[src/verilog/light_prox_consts.vh]
`ifndef LIGHT_PROX_CONSTS_VH
`define LIGHT_PROX_CONSTS_VH

// register indices, byte address is index times four
`define IDX_CFG1        6'h01
`define IDX_CFG2        6'h02
`define IDX_PROX_LOW    6'h03
`define IDX_PROX_HIGH   6'h04
`define IDX_AMB_THR_A   6'h05
`define IDX_AMB_THR_B   6'h06
`define IDX_AMB_THR_C   6'h07
`define IDX_PROX_DATA   6'h08
`define IDX_AMB_DATA_LO 6'h09
`define IDX_AMB_DATA_HI 6'h0A
`define IDX_TEST1       6'h0E
`define IDX_TEST2       6'h0F
`define IDX_IRQ_STATUS  6'h10
`define IDX_IRQ_MASK    6'h11
`define IDX_BUS_ADDR    6'h12

// reset values
`define RST_CFG1        8'h00
`define RST_CFG2        8'h00
`define RST_PROX_LOW    8'h00
`define RST_PROX_HIGH   8'hFF
`define RST_AMB_THR_A   8'h00
`define RST_AMB_THR_B   8'hF0
`define RST_AMB_THR_C   8'hFF
`define RST_TEST        8'h00
`define RST_IRQ         2'h0

// configuration 1 fields
`define C1_PROX_EN      7
`define C1_SLEEP_HI     6
`define C1_SLEEP_LO     4
`define C1_DRIVE        3
`define C1_AMB_EN       2
`define C1_RANGE        1
`define C1_IR_MODE      0

// configuration 2 fields
`define C2_PROX_FLAG    7
`define C2_PPERS_HI     6
`define C2_PPERS_LO     5
`define C2_AMB_FLAG     3
`define C2_APERS_HI     2
`define C2_APERS_LO     1
`define C2_COMBINE      0

// interrupt status and mask bits
`define IRQ_AMB         0
`define IRQ_PROX        1

// persistency codes to consecutive counts
`define PERSIST_0       5'h01
`define PERSIST_1       5'h04
`define PERSIST_2       5'h08
`define PERSIST_3       5'h10

// bus target address, upper six bits
`define BUS_ADDR_UPPER  6'h22

// timing
`define CLK_FREQ_HZ     100000000
`define AMB_PERIOD_MS   100
`define PROX_STEP_MS    100
`define SLEEP_STEPS     4'h8

// bus responses
`define RESP_OKAY       2'h0
`define RESP_SLVERR     2'h2

`endif

[src/verilog/light_prox_irq.v]
`timescale 1ns/10ps
`default_nettype none
`include "light_prox_consts.vh"

module light_prox_irq
#(
  parameter AW           = 8,
  parameter AMB_PERIOD   = `AMB_PERIOD_MS * (`CLK_FREQ_HZ / 1000),
  parameter PROX_STEP    = `PROX_STEP_MS * (`CLK_FREQ_HZ / 1000)
)
(
  // clock, reset, enable
  input  wire          core_clk,
  input  wire          resetn,
  input  wire          ce,
  // axi4-lite write
  input  wire [AW-1:0] awaddr,
  input  wire          awvalid,
  output reg           awready,
  input  wire [31:0]   wdata,
  input  wire [3:0]    wstrb,
  input  wire          wvalid,
  output reg           wready,
  output reg  [1:0]    bresp,
  output reg           bvalid,
  input  wire          bready,
  // axi4-lite read
  input  wire [AW-1:0] araddr,
  input  wire          arvalid,
  output reg           arready,
  output reg  [31:0]   rdata,
  output reg  [1:0]    rresp,
  output reg           rvalid,
  input  wire          rready,
  // converters
  output reg           ambientStart,
  input  wire          ambientDone,
  input  wire [11:0]   ambientResult,
  output reg           proxStart,
  input  wire          proxDone,
  input  wire [7:0]    proxResult,
  // converter controls
  output reg           powerDown,
  output reg           luxRangeSelect,
  output reg           visibleOrInfraredSelect,
  output reg           ledDriveHigh,
  // pins and interrupts
  input  wire          busAddressSelectPin,
  output reg           intN,
  output reg           irq
);

  reg  [AW-1:0] awaddrHeld;
  reg  [7:0]    wdataHeld;
  reg           wstrbHeld;
  reg  [7:0]    cfg1;
  reg  [7:0]    cfg2;
  reg  [7:0]    proxLow;
  reg  [7:0]    proxHigh;
  reg  [7:0]    ambThrA;
  reg  [7:0]    ambThrB;
  reg  [7:0]    ambThrC;
  reg  [7:0]    test1;
  reg  [7:0]    test2;
  reg  [7:0]    proxData;
  reg  [11:0]   ambData;
  reg           ambFlag;
  reg           proxFlag;
  reg  [1:0]    irqStatus;
  reg  [1:0]    irqMask;
  reg           pinMeta;
  reg           pinSync;
  reg  [31:0]   rdMux;
  reg           rdHit;
  reg           wrHit;

  wire [5:0]  wrIdx     = awaddrHeld[7:2];
  wire [5:0]  rdIdx     = araddr[7:2];
  wire        doWrite   = ~awready & ~wready & ~bvalid;
  wire        wrEn      = doWrite & wrHit & wstrbHeld;
  wire        ambHit;
  wire        proxHit;
  wire        ambTick;
  wire        proxTick;
  wire        ambEn     = cfg1[`C1_AMB_EN];
  wire        proxEn    = cfg1[`C1_PROX_EN];
  wire [3:0]  sleepMul  = `SLEEP_STEPS -
                          {1'b0, cfg1[`C1_SLEEP_HI:`C1_SLEEP_LO]};
  wire [31:0] proxLimit = PROX_STEP * sleepMul;
  wire [31:0] ambLimit  = AMB_PERIOD;
  wire        wrCfg2    = wrEn & (wrIdx == `IDX_CFG2);
  wire        wrStatus  = wrEn & (wrIdx == `IDX_IRQ_STATUS);

  // a written one keeps the flag
  wire next_ambFlag  = ambHit |
                       (ambFlag & ~(wrCfg2 & ~wdataHeld[`C2_AMB_FLAG]));
  wire next_proxFlag = proxHit |
                       (proxFlag & ~(wrCfg2 & ~wdataHeld[`C2_PROX_FLAG]));
  wire [1:0] next_irqStatus = {proxHit, ambHit} |
                              (irqStatus & ~({2{wrStatus}} & wdataHeld[1:0]));

  // combine bit one needs both flags
  // either flag when combine bit zero
  wire next_intActive = cfg2[`C2_COMBINE] ? (next_ambFlag & next_proxFlag)
                                          : (next_ambFlag | next_proxFlag);

  period_timer #(.CW(32)) ambTimer
  (
    .core_clk (core_clk),
    .resetn   (resetn),
    .ce       (ce),
    .run      (ambEn),
    .limit    (ambLimit),
    .tick     (ambTick)
  );

  period_timer #(.CW(32)) proxTimer
  (
    .core_clk (core_clk),
    .resetn   (resetn),
    .ce       (ce),
    .run      (proxEn),
    .limit    (proxLimit),
    .tick     (proxTick)
  );

  window_persist #(.W(12)) ambWindow
  (
    .core_clk    (core_clk),
    .resetn      (resetn),
    .ce          (ce),
    .enable      (ambEn),
    .sample      (ambientDone),
    .data        (ambientResult),
    .lowThr      ({ambThrB[3:0], ambThrA}),
    .highThr     ({ambThrC, ambThrB[7:4]}),
    .persistCode (cfg2[`C2_APERS_HI:`C2_APERS_LO]),
    .hit         (ambHit)
  );

  window_persist #(.W(8)) proxWindow
  (
    .core_clk    (core_clk),
    .resetn      (resetn),
    .ce          (ce),
    .enable      (proxEn),
    .sample      (proxDone),
    .data        (proxResult),
    .lowThr      (proxLow),
    .highThr     (proxHigh),
    .persistCode (cfg2[`C2_PPERS_HI:`C2_PPERS_LO]),
    .hit         (proxHit)
  );

  always @*
  begin
    wrHit = 1'b1;
    case (wrIdx)
      `IDX_CFG1, `IDX_CFG2, `IDX_PROX_LOW, `IDX_PROX_HIGH,
      `IDX_AMB_THR_A, `IDX_AMB_THR_B, `IDX_AMB_THR_C,
      `IDX_PROX_DATA, `IDX_AMB_DATA_LO, `IDX_AMB_DATA_HI,
      `IDX_TEST1, `IDX_TEST2, `IDX_IRQ_STATUS, `IDX_IRQ_MASK,
      `IDX_BUS_ADDR: wrHit = 1'b1;
      default:       wrHit = 1'b0;
    endcase
  end

  always @*
  begin
    rdMux = 32'h00000000;
    rdHit = 1'b1;
    case (rdIdx)
      `IDX_CFG1:        rdMux[7:0] = cfg1;
      `IDX_CFG2:        rdMux[7:0] = {proxFlag, cfg2[6:4], ambFlag,
                                      cfg2[2:0]};
      `IDX_PROX_LOW:    rdMux[7:0] = proxLow;
      `IDX_PROX_HIGH:   rdMux[7:0] = proxHigh;
      `IDX_AMB_THR_A:   rdMux[7:0] = ambThrA;
      `IDX_AMB_THR_B:   rdMux[7:0] = ambThrB;
      `IDX_AMB_THR_C:   rdMux[7:0] = ambThrC;
      `IDX_PROX_DATA:   rdMux[7:0] = proxData;
      `IDX_AMB_DATA_LO: rdMux[7:0] = ambData[7:0];
      `IDX_AMB_DATA_HI: rdMux[3:0] = ambData[11:8];
      `IDX_TEST1:       rdMux[7:0] = test1;
      `IDX_TEST2:       rdMux[7:0] = test2;
      `IDX_IRQ_STATUS:  rdMux[1:0] = irqStatus;
      `IDX_IRQ_MASK:    rdMux[1:0] = irqMask;
      // fixed upper bits, pin as lsb
      `IDX_BUS_ADDR:    rdMux[6:0] = {`BUS_ADDR_UPPER, pinSync};
      default:          rdHit      = 1'b0;
    endcase
  end

  // bus slave, one write and one read at a time
  always @(posedge core_clk or negedge resetn)
  begin
    if (!resetn)
    begin
      awready    <= 1'b1;
      wready     <= 1'b1;
      bvalid     <= 1'b0;
      bresp      <= `RESP_OKAY;
      arready    <= 1'b1;
      rvalid     <= 1'b0;
      rresp      <= `RESP_OKAY;
      rdata      <= 32'h00000000;
      awaddrHeld <= {AW{1'b0}};
      wdataHeld  <= 8'h00;
      wstrbHeld  <= 1'b0;
    end
    else if (ce)
    begin
      if (awvalid && awready)
      begin
        awaddrHeld <= awaddr;
        awready    <= 1'b0;
      end
      if (wvalid && wready)
      begin
        wdataHeld <= wdata[7:0];
        wstrbHeld <= wstrb[0];
        wready    <= 1'b0;
      end
      if (doWrite)
      begin
        bvalid <= 1'b1;
        bresp  <= wrHit ? `RESP_OKAY : `RESP_SLVERR;
      end
      else if (bvalid && bready)
      begin
        bvalid  <= 1'b0;
        awready <= 1'b1;
        wready  <= 1'b1;
      end
      if (arvalid && arready)
      begin
        arready <= 1'b0;
        rvalid  <= 1'b1;
        rdata   <= rdMux;
        rresp   <= rdHit ? `RESP_OKAY : `RESP_SLVERR;
      end
      else if (rvalid && rready)
      begin
        rvalid  <= 1'b0;
        arready <= 1'b1;
      end
    end
  end

  // registers, flags and pin
  always @(posedge core_clk or negedge resetn)
  begin
    if (!resetn)
    begin
      cfg1      <= `RST_CFG1;
      cfg2      <= `RST_CFG2;
      proxLow   <= `RST_PROX_LOW;
      proxHigh  <= `RST_PROX_HIGH;
      ambThrA   <= `RST_AMB_THR_A;
      ambThrB   <= `RST_AMB_THR_B;
      ambThrC   <= `RST_AMB_THR_C;
      test1     <= `RST_TEST;
      test2     <= `RST_TEST;
      proxData  <= 8'h00;
      ambData   <= 12'h000;
      ambFlag   <= 1'b0;
      proxFlag  <= 1'b0;
      irqStatus <= `RST_IRQ;
      irqMask   <= `RST_IRQ;
      pinMeta   <= 1'b0;
      pinSync   <= 1'b0;
      intN      <= 1'b1;
      irq       <= 1'b0;
      powerDown <= 1'b1;
      luxRangeSelect          <= 1'b0;
      visibleOrInfraredSelect <= 1'b0;
      ledDriveHigh            <= 1'b0;
      ambientStart            <= 1'b0;
      proxStart               <= 1'b0;
    end
    else if (ce)
    begin
      pinMeta <= busAddressSelectPin;
      pinSync <= pinMeta;
      if (wrEn)
      begin
        case (wrIdx)
          `IDX_CFG1:       cfg1     <= wdataHeld;
          `IDX_CFG2:       cfg2     <= wdataHeld;
          `IDX_PROX_LOW:   proxLow  <= wdataHeld;
          `IDX_PROX_HIGH:  proxHigh <= wdataHeld;
          `IDX_AMB_THR_A:  ambThrA  <= wdataHeld;
          `IDX_AMB_THR_B:  ambThrB  <= wdataHeld;
          `IDX_AMB_THR_C:  ambThrC  <= wdataHeld;
          `IDX_TEST1:      test1    <= wdataHeld;
          `IDX_TEST2:      test2    <= wdataHeld;
          `IDX_IRQ_MASK:   irqMask  <= wdataHeld[1:0];
          default:         cfg1     <= cfg1;
        endcase
      end
      if (ambientDone)
        ambData <= ambientResult;
      if (proxDone)
        proxData <= proxResult;
      ambFlag   <= next_ambFlag;
      proxFlag  <= next_proxFlag;
      irqStatus <= next_irqStatus;
      irq       <= |(next_irqStatus & irqMask);
      intN      <= ~next_intActive;
      powerDown <= ~ambEn & ~proxEn;
      luxRangeSelect          <= cfg1[`C1_RANGE];
      visibleOrInfraredSelect <= cfg1[`C1_IR_MODE];
      ledDriveHigh            <= cfg1[`C1_DRIVE];
      ambientStart            <= ambTick;
      proxStart               <= proxTick;
    end
  end

endmodule

`default_nettype wire

[src/verilog/period_timer.v]
`timescale 1ns/10ps
`default_nettype none

module period_timer
#(
  parameter CW = 32
)
(
  // clock and reset
  input  wire          core_clk,
  input  wire          resetn,
  input  wire          ce,
  // control
  input  wire          run,
  input  wire [CW-1:0] limit,
  // pulse each period
  output reg           tick
);

  reg [CW-1:0] count;

  always @(posedge core_clk or negedge resetn)
  begin
    if (!resetn)
    begin
      count <= {CW{1'b0}};
      tick  <= 1'b0;
    end
    else if (ce)
    begin
      tick <= 1'b0;
      if (!run)
        count <= {CW{1'b0}};
      else if (count >= limit - {{(CW-1){1'b0}}, 1'b1})
      begin
        count <= {CW{1'b0}};
        tick  <= 1'b1;
      end
      else
        count <= count + {{(CW-1){1'b0}}, 1'b1};
    end
  end

endmodule

`default_nettype wire

[src/verilog/window_persist.v]
`timescale 1ns/10ps
`default_nettype none
`include "light_prox_consts.vh"

module window_persist
#(
  parameter W = 12
)
(
  // clock and reset
  input  wire         core_clk,
  input  wire         resetn,
  input  wire         ce,
  // sample
  input  wire         enable,
  input  wire         sample,
  input  wire [W-1:0] data,
  // window and persistency
  input  wire [W-1:0] lowThr,
  input  wire [W-1:0] highThr,
  input  wire [1:0]   persistCode,
  // one-cycle pulse when the run is long enough
  output reg          hit
);

  reg  [4:0] runCount;
  reg  [4:0] need;
  wire [4:0] nextRun = runCount + 5'h01;
  wire       outside = (data < lowThr) || (data > highThr);

  always @*
  begin
    case (persistCode)
      2'h0:    need = `PERSIST_0;
      2'h1:    need = `PERSIST_1;
      2'h2:    need = `PERSIST_2;
      default: need = `PERSIST_3;
    endcase
  end

  always @(posedge core_clk or negedge resetn)
  begin
    if (!resetn)
    begin
      runCount <= 5'h00;
      hit      <= 1'b0;
    end
    else if (ce)
    begin
      hit <= 1'b0;
      if (!enable)
        runCount <= 5'h00;
      else if (sample)
      begin
        if (!outside)
          runCount <= 5'h00;
        else if (nextRun >= need)
        begin
          runCount <= need;
          hit      <= 1'b1;
        end
        else
          runCount <= nextRun;
      end
    end
  end

endmodule

`default_nettype wire

[config.mk]
export PLATFORM = sky130hd
export DESIGN_NAME = light_prox_irq
export DESIGN_NICKNAME = d
export VERILOG_FILES = /design/src/verilog/light_prox_irq.v /design/src/verilog/period_timer.v /design/src/verilog/window_persist.v
export VERILOG_INCLUDE_DIRS = /design/src /design/src/verilog
export SDC_FILE = /design/constraint.sdc
export NUM_CORES = 1
export LEC_CHECK = 0
export BUFFER_PORTS_ARGS = -buffer_cell sky130_fd_sc_hd__buf_2
export CAP_MARGIN = 20
export CORE_MARGIN = 2
export CORE_UTILIZATION = 43
export DETAILED_ROUTE_END_ITERATION = 7
export HOLD_SLACK_MARGIN = 0.15
export MAX_ROUTING_LAYER = met4
export RECOVER_POWER = 100
export SLEW_MARGIN = 20
export SYNTH_ARGS = -nofsm -noshare
export SYNTH_HDL_FRONTEND = slang
export SYNTH_SLANG_ARGS = --single-unit
[constraint.sdc]
create_clock -name core_clk -period 13.6 [get_ports core_clk]
set_input_delay 0 -clock core_clk [delete_from_list [all_inputs] [get_ports core_clk]]
set_output_delay 0 -clock core_clk [all_outputs]
set_load 0.02 [all_outputs]
[After elaboration in Yosys (flattened, before gate mapping)]
Memory sizes are Yosys's and may differ from the RTL's.
Index checks and enable logic that the tools add are counted.
Widths: inputs -> output; s select.
Storage, ports and cells
  ROM bits: 32
  word-level logic and storage cells: 202
  bits of input ports: 83
  output and inout bits: 49
  register bits: 219
  memories kept: 1
Memory list
  (no name shown): words 32, width 1, read ports 1, clocked after Yosys merged registers in 0, write ports 0, RTL line light_prox_irq.v:158  | case (wrIdx)
Operators by class
  order comparisons: 8
  eq/ne operators: 32
  multiplexer cells: 47
  multipliers: 1
  add/sub/neg operators: 6
  reduce and logical (&&, ||, !) cells: 33
  bitwise operators: 30
Operator list (number)
  $mux 32: 4
  $add 32x1->32 const B: 2
  $eq 6x3->1 const B: 8
  $eq 6x4->1 const B: 7
  $mux 5: 8
  $pmux 3 s12: 1
  $ge 32x24->1 const B: 1
  $ge 32x32->1: 1
  $eq 6x5->1 const B: 5
  $pmux 2 s15: 1
  $pmux 5 s3: 2
  $reduce_and 3->1: 10
  $sub 28x1->29 const B: 1
  $mux 1: 27
  $pmux 2 s13: 1
  $eq 6x2->1 const B: 4
  $mul 17x4->21 const A: 1
  $reduce_and 2->1: 10
  $reduce_or 15->1: 1
  $and 1x1->1: 12
  $eq 6x1->1 const B: 2
  $gt 12x12->1: 1
  $lt 12x12->1: 1
  $pmux 1 s11: 1
  19 further kinds: 45

[Longest topological paths before layout]
Gate-level depths: netlist (run 1).
  word-level depth: 13
  depth in mapped cells: 24
  gate-level depth less buffers: 22

[By module]
Synthesis (run 1) repeated with hierarchy kept, for this count alone.
Second synthesis, totals
  cells, all modules: 1607
  area, all modules: 15517.4 µm²
Modules (own cells, without submodules)
  light_prox_irq: area an instance 7134.3 µm², seq. area each 3434.5 µm², instances 1, cells an instance 596
  period_timer (ambTimer): area an instance 3367.0 µm², seq. area each 825.8 µm², instances 1, cells an instance 412
  period_timer (proxTimer): area an instance 3188.1 µm², seq. area each 825.8 µm², instances 1, cells an instance 371
  window_persist (ambWindow): area an instance 1019.7 µm², seq. area each 150.1 µm², instances 1, cells an instance 126
  window_persist (proxWindow): area an instance 808.3 µm², seq. area each 150.1 µm², instances 1, cells an instance 102

[Worst setup path after synthesis (run 1)]
OpenSTA, ideal clock, no wires.
  path kind: flip-flop to flip-flop
  from: register cfg1[4]
  to: register proxTimer.count[11]
  required time: 13.496 ns
  stages on the path, launching flop included: 24
  period minus slack after synthesis: 6.186 ns
  library setup time: 0.104 ns
  path buffers: 2
  arrival time: 6.082 ns
  setup slack: 7.414 ns
  path through: dfrtp_1 > buf_2 > inv_1 > ha_1 > xnor2_1 > ha_1 > fa_1 > ha_1 > o21ai_0 > o21bai_2 > xnor2_2 > o2111ai_1 > o41ai_2 > or4b_1 > xnor2_1 > ha_1 > a21o_1 > a21o_1 > a21oi_1 > o211ai_1 > a21o_1 > or3_1 > clkbuf_1 > o311ai_1
On the way
  cells in the longest elaborated chain, start to end: 6
Ends and longest elaborated chain
  start, declared: RTL line light_prox_irq.v:56  | reg [7:0] cfg1;
  start signal, assigned: RTL line light_prox_irq.v:255  | cfg1 <= `RST_CFG1;
  start signal, assigned: RTL line light_prox_irq.v:288  | `IDX_CFG1: cfg1 <= wdataHeld;
  start signal, assigned: RTL line light_prox_irq.v:298  | default: cfg1 <= cfg1;
  $sub 4x3->4 (no line)
  $mul 17x4->21: RTL line light_prox_irq.v:89  | wire [31:0] proxLimit = PROX_STEP * sleepMul;
  $sub 28x1->29: RTL line period_timer.v:34  | else if (count >= limit - {{(CW-1){1'b0}}, 1'b1})
  $ge 32x32->1: RTL line period_timer.v:34
  $mux 32: RTL line period_timer.v:34
  $mux 32: RTL line period_timer.v:32  | if (!run)
  end signal, assigned: RTL line period_timer.v:33  | count <= {CW{1'b0}};
  end signal, assigned: RTL line period_timer.v:36  | count <= {CW{1'b0}};
  end signal, assigned: RTL line period_timer.v:40  | count <= count + {{(CW-1){1'b0}}, 1'b1};
  end, declared: RTL line period_timer.v:20  | reg [CW-1:0] count;
No other way between the ends.
A chain may end at the register's enable or synchronous reset.

[Worst setup path in the final report (run 1)]
  from: register cfg1[4]
  to: register proxTimer.count[14]
Same word-level chain as after synthesis.

==> results of run 1 <==
==> layout by cell type, fill, tap and decap left out, types with 9 or more instances in the layout <==
cell / synthesis / layout
clkbuf_16: 0 / 25
inv_1: 75 / 75
buf_2: 6 / 50
nand2b_1: 14 / 14
nand2_1: 89 / 89
and3_1: 20 / 20
o21a_1: 11 / 11
dfstp_2: 25 / 25
a22oi_1: 20 / 20
o2bb2ai_1: 10 / 10
and2_1: 11 / 10
mux2_2: 116 / 115
a22o_1: 29 / 29
conb_1: 1 / 26
nor2_1: 75 / 80
a31oi_1: 11 / 11
dfrtp_1: 189 / 189
xnor2_1: 19 / 19
nor3b_1: 10 / 9
nor2b_1: 25 / 25
dlygate4sd3_1: 0 / 64
nor4_1: 13 / 12
o41ai_1: 24 / 25
o21ai_0: 58 / 59
clkbuf_1: 32 / 38
a21oi_1: 37 / 37
nor3_1: 37 / 35
nand3_1: 44 / 44
xor2_1: 12 / 12
ha_1: 100 / 100
a21o_1: 37 / 37
nand4_1: 20 / 20
==> worst min-delay path, delay by kind of cell <==
family,cells,cell delay [ns]
AND/OR/NAND/NOR,2,0.15
AO/OA/AOI/OAI,3,0.38
buffers and inverters,1,0.13
==> cell families after synthesis <==
kind of cell | count (synthesis) | synth area share, %
other cells | 1 | 0.0281
xor+xnor | 32 | 2.15
flops | 214 | 40.3
fa+ha+maj | 102 | 9.59
mux | 123 | 10.3
simple gates | 402 | 15.7
buf+inv | 150 | 5.06
compound gates | 307 | 16.8
==> power by group through the flow <==
stage | Combinational, mW | Clock, mW | Sequential, mW
after floorplan | 0.246 | 0 | 0.741
after global placement | 0.301 | 0 | 0.802
after detailed placement | 0.309 | 0 | 0.803
after CTS | 0.348 | 0.674 | 0.792
after global routing | 0.383 | 0.698 | 0.803
final | 0.343 | 0.660 | 0.796
==> layer usage <==
| metal | wire, um | global-route usage [%] | share of wire, % | up-vias |
|---|---|---|---|---|
| met5 | 0 | - | 0 | - |
| met4 | 820 | 6.45 | 2.3 | 0 |
| met3 | 1610 | 1.98 | 4.5 | 57 |
| met2 | 16800 | 35.4 | 47 | 278 |
| met1 | 16400 | 30.6 | 46 | 5388 |
| li1 | - | - | - | 5130 |
==> through the flow <==
step | cells | hold WS [ns] | instance area [um2] | power (mW)
floorplan | 1356 | -0.296 | 13500 | 0.988
global route | 1871 | 0.200 | 15400 | 1.88
global placement | 1761 | 0.0845 | 14000 | 1.10
finish | 1871 | 0.176 | 15400 | 1.80
detailed placement | 1762 | 0.0788 | 14000 | 1.11
CTS | 1871 | 0.156 | 15500 | 1.81
==> area by class of cell <==
type,count,area (um2)
clock buffers,34,689
multi-input cells,992,7380
well taps,396,495
inverters,75,282
clock inverters,10,109
repair buffers,150,1040
fillers,2845,15200
flip-flops and latches,214,5390
==> cell usage after synthesis, types with 7 or more instances <==
cell       count
o21ai_0       58
dfrtp_1      189
inv_1         75
nor3b_1       10
nor2b_1       25
a21oi_1       37
nand2_1       89
and2_1        11
o2bb2ai_1     10
buf_1         10
nand2b_1      14
o211ai_1       7
mux2_2       116
o21a_1        11
nor3_1        37
a22oi_1       20
ha_1         100
dfstp_2       25
o41ai_1       24
or3_1          8
xnor2_1       19
nand4_1       20
a31oi_1       11
and3_1        20
a22o_1        29
nand3_1       44
a221oi_1       8
a21o_1        37
nor4_1        13
buf_4         26
xor2_1        12
mux2i_1        7
nor2_1        75
clkbuf_1      32
==> worst min path at each step <==
stage	to	slack, ns	startpoint
floorplan	ambData[0]$_DFFE_PN0P_	-0.30	resetn
global placement	ambTimer.count[5]$_DFFE_PN0P_	0.08	resetn
detailed placement	ambTimer.count[6]$_DFFE_PN0P_	0.08	resetn
CTS	rdata[3]$_DFFE_PN0P_	0.16	araddr[7]
global route	rdata[2]$_DFFE_PN0P_	0.20	araddr[7]
finish	rdata[2]$_DFFE_PN0P_	0.18	araddr[7]
==> flow_summary.ini, run 1 <==
[clocking]
worstSkewPairLatency_ns = 0.53
clockBufferDepth = 3
cts_hold_buf = 65
cts_root_buf = clkbuf_16
post_cts_buffers = 0
htree_levels = 1
cts.clk_slew.worst_paths_ns = 0.06
clkSinkCount = 214
cts_resized = 0
cts_tree = yes
cts_buffers = 25

[worst_setup_path]
r2r_end = proxTimer.count[14]$_DFFE_PN0P_
cp.depth = 23
cp_max_fo = 33
path_cells = inv_1, ha_1, xnor2_1, ha_1, fa_1, ha_1, and2_0, o21ai_0, and4_1, o2111ai_1, o41ai_1, or4b_1, xnor2_1, ha_1, nand4_1, nor2_1, nand2_1, nor3_1, a21o_1, clkbuf_1, nor3_2, clkbuf_1, a221o_1
reg2reg_slack_ns = 4.80
crit_family = buffers and inverters
crit_top_cell = ha_1
end_kind = flop
cp_data_required_time_ns = 14.00
r2r_start = cfg1[4]$_DFFE_PN0P_
critPathSlowestCell = clkbuf_1
worstRegToRegCells = 23
cp.buffers_inverters = 3
arrival_ns = 9.20
slowest_delay_ns = 1.18
startpoint = cfg1[4]$_DFFE_PN0P_
crit_type = flop to flop
cp-endpoint = proxTimer.count[14]$_DFFE_PN0P_
start_kind = flop

[floorplan]
fp.dieW_um = 180
start_util_pct = 43.7
io_pins = 132
die_y_um = 180
rows = 64
die_area_um2 = 32500
core_um2 = 30600

[pwr]
powerDensity_nw_per_um2 = 117
p_int_mw = 1.24
p_seq_share_pct = 44.2
p_clk_share_pct = 36.7
vdd_drop_max_v = 0.000122
p_switching_mw = 0.556
leakage_nw = 6.84
p_comb_share_pct = 19.1
sw_frac_of_total_pct = 30.9

[flow_run]
drv_cap = 7

[timing]
slew_viol_final = 351
grt_setup_unrepaired = false
max_slew_margin_pct = -152
fin_crit_ns = 8.80
fin_tns_setup_ns = 0
skew_ns = 0.0191
setup_ws_ns = 4.80
finalHoldViolCount = 0
fmax_mhz = 114
period_share_pct = 64.7
worstMarginPinSlew_ns = 3.78
setup_viol = 0

[hold_path]
hp-class = input port to flop
hold_depth = 6

[cells_and_area]
reg_top3 = ambTimer.count x32, proxTimer.count x32, ambData x12
final_util_pct = 50.3
area_growth_pct = 15.2
diodes = 0
nNetsFinal = 1642
final_layout_size_suffix_gt1_share_pct = 17.6

[logic_synthesis]
synth-seq-cells = 214
async_flop_share_pct = 100
ys_types = 81
synth_edf_count = 0
syn_avg_cell_area_um2 = 10.0
synthTopCellsByArea = dfrtp_1 (35%), mux2_2 (9.8%), ha_1 (9.4%), dfstp_2 (4.9%), nand2_1 (2.5%)
seq_area_frac_synth_pct = 40.3
synth_top_area_share_pct = 35.4
synth_cells = 1331
yosysTopAreaCell = dfrtp_1
yosys_warnings = 0
syn-cell-area_um2 = 13400
ys.flop_type = dfrtp_1

[drt]
drt-total-wl_um = 35600
drc = 0
vias_per_cell = 5.80
wire_per_inst_um = 19.0
drtIter0Drc = 785
vias = 10900
ant_nets = 0
firstDrtPassIters = 5

[place]
place_congestion = 0.911
dp_hpwl_um = 24800
io_buffer_count = 74
post-place-ws_ns = 6.07

[global_routing]
overflow = 0
grt_pass1_wl_um = 57300
grt_antenna_before_repair = 0
grt_pass1_vias = 10600
grt_max_degree = 70
track_usage_pct = 22.3

[status]
violations = capacitance limit, slew limit
outcome = finished, violations left
Power figures use the tool's default switching activity.
==> run 2: changes to the inputs <==
==> constraint.sdc (replaced) <==
create_clock -name core_clk -period 8.97 [get_ports core_clk]
set_input_delay 0 -clock core_clk [delete_from_list [all_inputs] [get_ports core_clk]]
set_output_delay 0 -clock core_clk [all_outputs]
set_load 0.02 [all_outputs]
==> flow_summary.ini, run 2 (synthesis gave the netlist of run 1 again) <==
[status]
outcome = finished, violations left
violations = capacitance limit, slew limit

[floorplan]
rows = 64
io_pins = 132
core_um2 = 30600
start_util_pct = 43.7
fp.dieW_um = 180
die_area_um2 = 32500
die_y_um = 180

[global_routing]
grt_antenna_before_repair = 0
use_met2_pct = 35.7
grt_use_met3_pct = 2.02
met1_usage_pct = 31.6
grt_pass1_wl_um = 57500
busiest_layer = met2
overflow = 0
grt_pass1_vias = 10300
track_usage_pct = 22.4
grt_max_degree = 81

[drt]
wire_per_inst_um = 19.0
drtIter0Drc = 672
drc = 0
vias = 10700
firstDrtPassIters = 6
vias_per_cell = 5.74
drt-total-wl_um = 35500
ant_nets = 0

[worst_setup_path]
end_kind = flop
cp_max_fo = 22
start_kind = flop
crit_family = compound AO/OA/AOI/OAI gates
arrival_ns = 7.99
slowest_delay_ns = 0.81
path_cells = inv_1, ha_1, xnor2_1, ha_1, fa_1, ha_1, o21ai_0, o21bai_1, xnor2_1, o2111ai_1, o41ai_1, or4b_1, xnor2_1, ha_1, a21o_1, a21o_1, a21oi_1, o211ai_1, a21o_1, nor3_1, clkbuf_1, a22o_1
critPathSlowestCell = clkbuf_1
cp.buffers_inverters = 2
crit_type = flop to flop
crit_top_cell = ha_1
cp_data_required_time_ns = 9.42

[cells_and_area]
final_common_cell = dfrtp_1
final_cell_count_no_fill = 1865
final_layout_size_suffix_gt1_share_pct = 17.6
multiInputGateArea_um2 = 7360
final_cell_mix = dfrtp_1 (189), mux2_2 (115), ha_1 (100)
final_util_pct = 50.2
nNetsFinal = 1635
area_growth_pct = 14.9
diodes = 0
fillCellCount = 2820
seq_area_um2 = 5390
reg_top3 = ambTimer.count x32, proxTimer.count x32, ambData x12
design_area_um2 = 15300

[timing]
finalHoldViolCount = 0
slew_viol_final = 291
setup_viol = 0
grt_setup_unrepaired = false
fin_tns_setup_ns = 0
worstMarginPinSlew_ns = 3.77
period_share_pct = 84.1
max_slew_margin_pct = -151
fin_crit_ns = 7.54
fmax_mhz = 133
skew_ns = 0.0124

[place]
numPlacedInstances = 1763
place_congestion = 0.933
dp_hpwl_um = 24800
dpl_cell_area_um2 = 14000
io_buffer_count = 74

[clocking]
htree_levels = 1
cts.clk_slew.worst_paths_ns = 0.06
post_cts_buffers = 0
cts_tree = yes
worstSkewPairLatency_ns = 0.52
cts_root_buf = clkbuf_16
cts_buffers = 25
clkSinkCount = 214
cts_resized = 0
clockBufferDepth = 3
cts_hold_buf = 56

[pwr]
p_switching_mw = 0.841
vdd_drop_max_v = 0.000219
p_comb_share_pct = 17.7
p_seq_share_pct = 43.8
p_clk_share_pct = 38.5
p_total_mw = 2.76
powerDensity_nw_per_um2 = 180
p_int_mw = 1.91
leakage_nw = 6.82
sw_frac_of_total_pct = 30.5

[hold_path]
hp-class = input port to flop

[flow_run]
drv_cap = 5
-- run 2: final timing paths --
check / startpoint / to / slack [ns] / cells past startpoint
max in group asynchronous: resetn / ambData[7]$_DFFE_PN0P_ / 4.30 / 5
setup reg to reg: cfg1[5]$_DFFE_PN0P_ / proxTimer.count[30]$_DFFE_PN0P_ / 1.43 / 22
hold / removal: araddr[7] / rdata[3]$_DFFE_PN0P_ / 0.19 / 6
min in group asynchronous: resetn / powerDown$_DFFE_PN1P_ / 0.72 / 3
hold reg to reg: proxTimer.tick$_DFFE_PN0P_ / proxTimer.tick$_DFFE_PN0P_ / 0.48 / 1
setup / recovery: cfg1[5]$_DFFE_PN0P_ / proxTimer.count[30]$_DFFE_PN0P_ / 1.43 / 22
-- run 2: cell type report --
type                       instances  share of cell area (%)
clock buffer                      35                    4.52
clock inverter                    10                    1.02
inverter                          75                    1.83
tap                              396                    3.23
multi-input combinational        992                    48.0
timing repair buffer             143                    6.31
sequential                       214                    35.1
-- run 2: power by group through the flow --
| stage | combinational (mW) | clock (mW) | sequential [mW] |
|---|---|---|---|
| 3_5_place_dp | 0.471 | 0 | 1.22 |
| 6_report | 0.488 | 1.06 | 1.21 |
| 3_3_place_gp | 0.461 | 0 | 1.22 |
| 2_1_floorplan | 0.374 | 0 | 1.12 |
| 4_1_cts | 0.500 | 1.08 | 1.20 |
| 5_1_grt | 0.546 | 1.12 | 1.21 |
-- run 2: per-stage QoR --
step | hold slack, ns | worst slack [ns]
after floorplan | -0.296 | 2.78
after global placement | 0.00551 | 2.10
after detailed placement | 0.00784 | 2.08
after CTS | 0.165 | 2.05
after global routing | 0.221 | 0.826
final | 0.187 | 1.43
-- run 2: worst register-to-register path: cells and delay by family (launching register included) --
family          cells  cell delay [ns]
simple gates        2             0.76
buf+inv             2             0.95
fa+ha+maj           5             1.79
xor+xnor            3             1.00
flops               1             0.43
compound gates     10             2.55
-- run 2: metal layers --
metal	wire (um)	share of wire, %
met5	0	0
met4	486	1.4
met3	1460	4.1
met2	16700	47
met1	16900	48
==> run 3: changes to the inputs <==
--- a/config.mk
+++ b/config.mk
@@ -6,6 +6,7 @@
 export SDC_FILE = /design/constraint.sdc
 export NUM_CORES = 1
 export LEC_CHECK = 0
+export ABC_AREA = 1
 export BUFFER_PORTS_ARGS = -buffer_cell sky130_fd_sc_hd__buf_2
 export CAP_MARGIN = 20
 export CORE_MARGIN = 2
==> constraint.sdc (replaced) <==
create_clock -name core_clk -period 6.2 [get_ports core_clk]
set_input_delay 0 -clock core_clk [delete_from_list [all_inputs] [get_ports core_clk]]
set_output_delay 0 -clock core_clk [all_outputs]
set_load 0.02 [all_outputs]
==> flow_summary.ini, run 3 <==
[drt]
wire_per_inst_um = 16.3
vias_per_cell = 5.22
ant_nets = 0
firstDrtPassIters = 5
drtIter0Drc = 799
drc = 0
vias = 12200
drt-total-wl_um = 38200

[logic_synthesis]
ys.flop_type = dfrtp_1
yosys_warnings = 0
synth_edf_count = 0
synth_compound_area_share_pct = 13.4
synth.mux.area_fraction_pct = 0.748
async_flop_share_pct = 100
synthTopCellsByArea = dfrtp_1 (35%), nand2_1 (13%), ha_1 (9.2%), inv_1 (6.6%), o21ai_0 (5.3%)
synth_top_area_share_pct = 34.9
synth_cells = 1794
synthSimpleGateAreaFrac_pct = 24.8
synthTopCellsByCount = nand2_1 (465), inv_1 (238), dfrtp_1 (189)
synth_most_common_cell = nand2_1
synth_top_family_by_area = simple AND/OR/NAND/NOR gates
syn_avg_cell_area_um2 = 7.55
seq_area_frac_synth_pct = 39.8
synthAdderAreaFrac_pct = 9.38
yosysTopAreaCell = dfrtp_1
synth-seq-cells = 214
ys_types = 45
syn-cell-area_um2 = 13500
synth_xor_xnor_area_share_pct = 2.59

[timing]
period_share_pct = 88.2
worstMarginPinSlew_ns = 3.33
setup_viol = 0
max_slew_margin_pct = -122
finalHoldViolCount = 0
skew_ns = 0.0191
fmax_mhz = 183
slew_viol_final = 333
fin_crit_ns = 5.47
fin_tns_setup_ns = 0
fin_hold_ws_ns = 0.176
grt_setup_unrepaired = false

[cells_and_area]
reg_top3 = ambTimer.count x32, proxTimer.count x32, ambData x12
final_cell_mix = nand2_1 (465), inv_1 (238), dfrtp_1 (189)
area_growth_pct = 15.9
nNetsFinal = 2115
final_common_cell = nand2_1
fillCellCount = 2996
final_layout_size_suffix_gt1_share_pct = 7.33
seq_area_um2 = 5390
final_util_pct = 50.9
design_area_um2 = 15700
final_cell_count_no_fill = 2346
diodes = 0
multiInputGateArea_um2 = 6960

[floorplan]
core_um2 = 30800
rows = 64
io_pins = 132
die_area_um2 = 32900
die_y_um = 181
fp.dieW_um = 181
start_util_pct = 43.9

[global_routing]
grt_antenna_before_repair = 0
grt_pass1_wl_um = 61700
overflow = 0
grt_pass1_vias = 11700
grt_max_degree = 73
track_usage_pct = 24.0

[clocking]
cts.clk_slew.worst_paths_ns = 0.06
clockBufferDepth = 3
cts_resized = 0
htree_levels = 1
clkSinkCount = 214
post_cts_buffers = 0
cts_root_buf = clkbuf_16
cts_tree = yes
cts_buffers = 25
worstSkewPairLatency_ns = 0.53
cts_hold_buf = 67

[worst_setup_path]
cp-endpoint = proxTimer.count[22]$_DFFE_PN0P_
crit_type = flop to flop
reg2reg_slack_ns = 0.73
arrival_ns = 5.79
r2r_end = proxTimer.count[22]$_DFFE_PN0P_
cp_data_required_time_ns = 6.52
start_kind = flop
crit_top_cell = nand2_1
cp.depth = 28
end_kind = flop
crit_family = simple AND/OR/NAND/NOR gates
cp_max_fo = 16
slowest_delay_ns = 0.47
startpoint = cfg1[5]$_DFFE_PN0P_
worstRegToRegCells = 28
cp.buffers_inverters = 3
critPathSlowestCell = fa_1
r2r_start = cfg1[5]$_DFFE_PN0P_

[place]
place_congestion = 0.924
io_buffer_count = 74
numPlacedInstances = 2233
dpl_cell_area_um2 = 14200
dp_hpwl_um = 27700

[pwr]
vdd_drop_max_v = 0.000241
powerDensity_nw_per_um2 = 250
leakage_nw = 7.42

[hold_path]
min_from = arvalid
hp-class = input port to flop

[flow_run]
drv_cap = 7

[status]
outcome = finished, violations left
violations = capacitance limit, slew limit
## run 3: cell types whose count changed in the layout (fill, tap and decap cells not counted), moves of 56 or more
cell / delta
nand2_1: +376
inv_1: +163
mux2_2: -106
o21ai_0: +92
nor2_1: +66
nand3_1: +56
o22ai_1: +56
## run 3: kinds of logic after synthesis
kind of cell,Yosys count
other cells,1
simple gates,805
flops,214
xor+xnor,40
compound gates,322
buf+inv,302
fa+ha+maj,101
mux,9
## run 3: layer usage
| metal | global-route usage [%] | routed length (um) | part of all wire, % |
|---|---|---|---|
| met1 | 32.2 | 17800 | 47 |
| met2 | 37.7 | 17500 | 46 |
| met3 | 3.05 | 1740 | 4.5 |
| met4 | 8.10 | 1180 | 3.1 |
| met5 | - | 0 | 0 |
## run 3: per-stage QoR
stage          power [mW]  setup slack, ns
5_1_grt              4.12            0.129
4_1_cts              3.98            0.771
3_5_place_dp         2.30            0.810
3_3_place_gp         2.29            0.949
6_report             3.92            0.733
2_1_floorplan        2.04             1.15
## run 3: final cells by class
class	count	share of cell area [%]
clock buffer	35	4.61
clock inverter	11	1.17
inverter	239	5.71
multi-input combinational	1303	44.4
sequential	214	34.3
tap	396	3.16
timing repair buffer	148	6.68
## run 3: worst min path at each step
stage                                                  to  depth (start not counted)
after global placement    proxTimer.count[31]$_DFFE_PN0P_                          1
after global routing                 rdata[0]$_DFFE_PN0P_                          4
final                                rdata[5]$_DFFE_PN0P_                          4
after detailed placement  proxTimer.count[30]$_DFFE_PN0P_                          1
after floorplan                    ambData[0]$_DFFE_PN0P_                          0
after CTS                            rdata[5]$_DFFE_PN0P_                          4
## run 3: where the power goes
part | switching, mW | internal (mW)
Sequential | 0.0903 | 1.52
Combinational | 0.486 | 0.209
Clock | 0.596 | 1.02
Total | 1.17 | 2.75
## run 3: worst min-delay path, stage by stage
cell     delay [ns]
buf_2          0.10
nand3_1        0.43
nand2_1        0.09
nand2_1        0.05
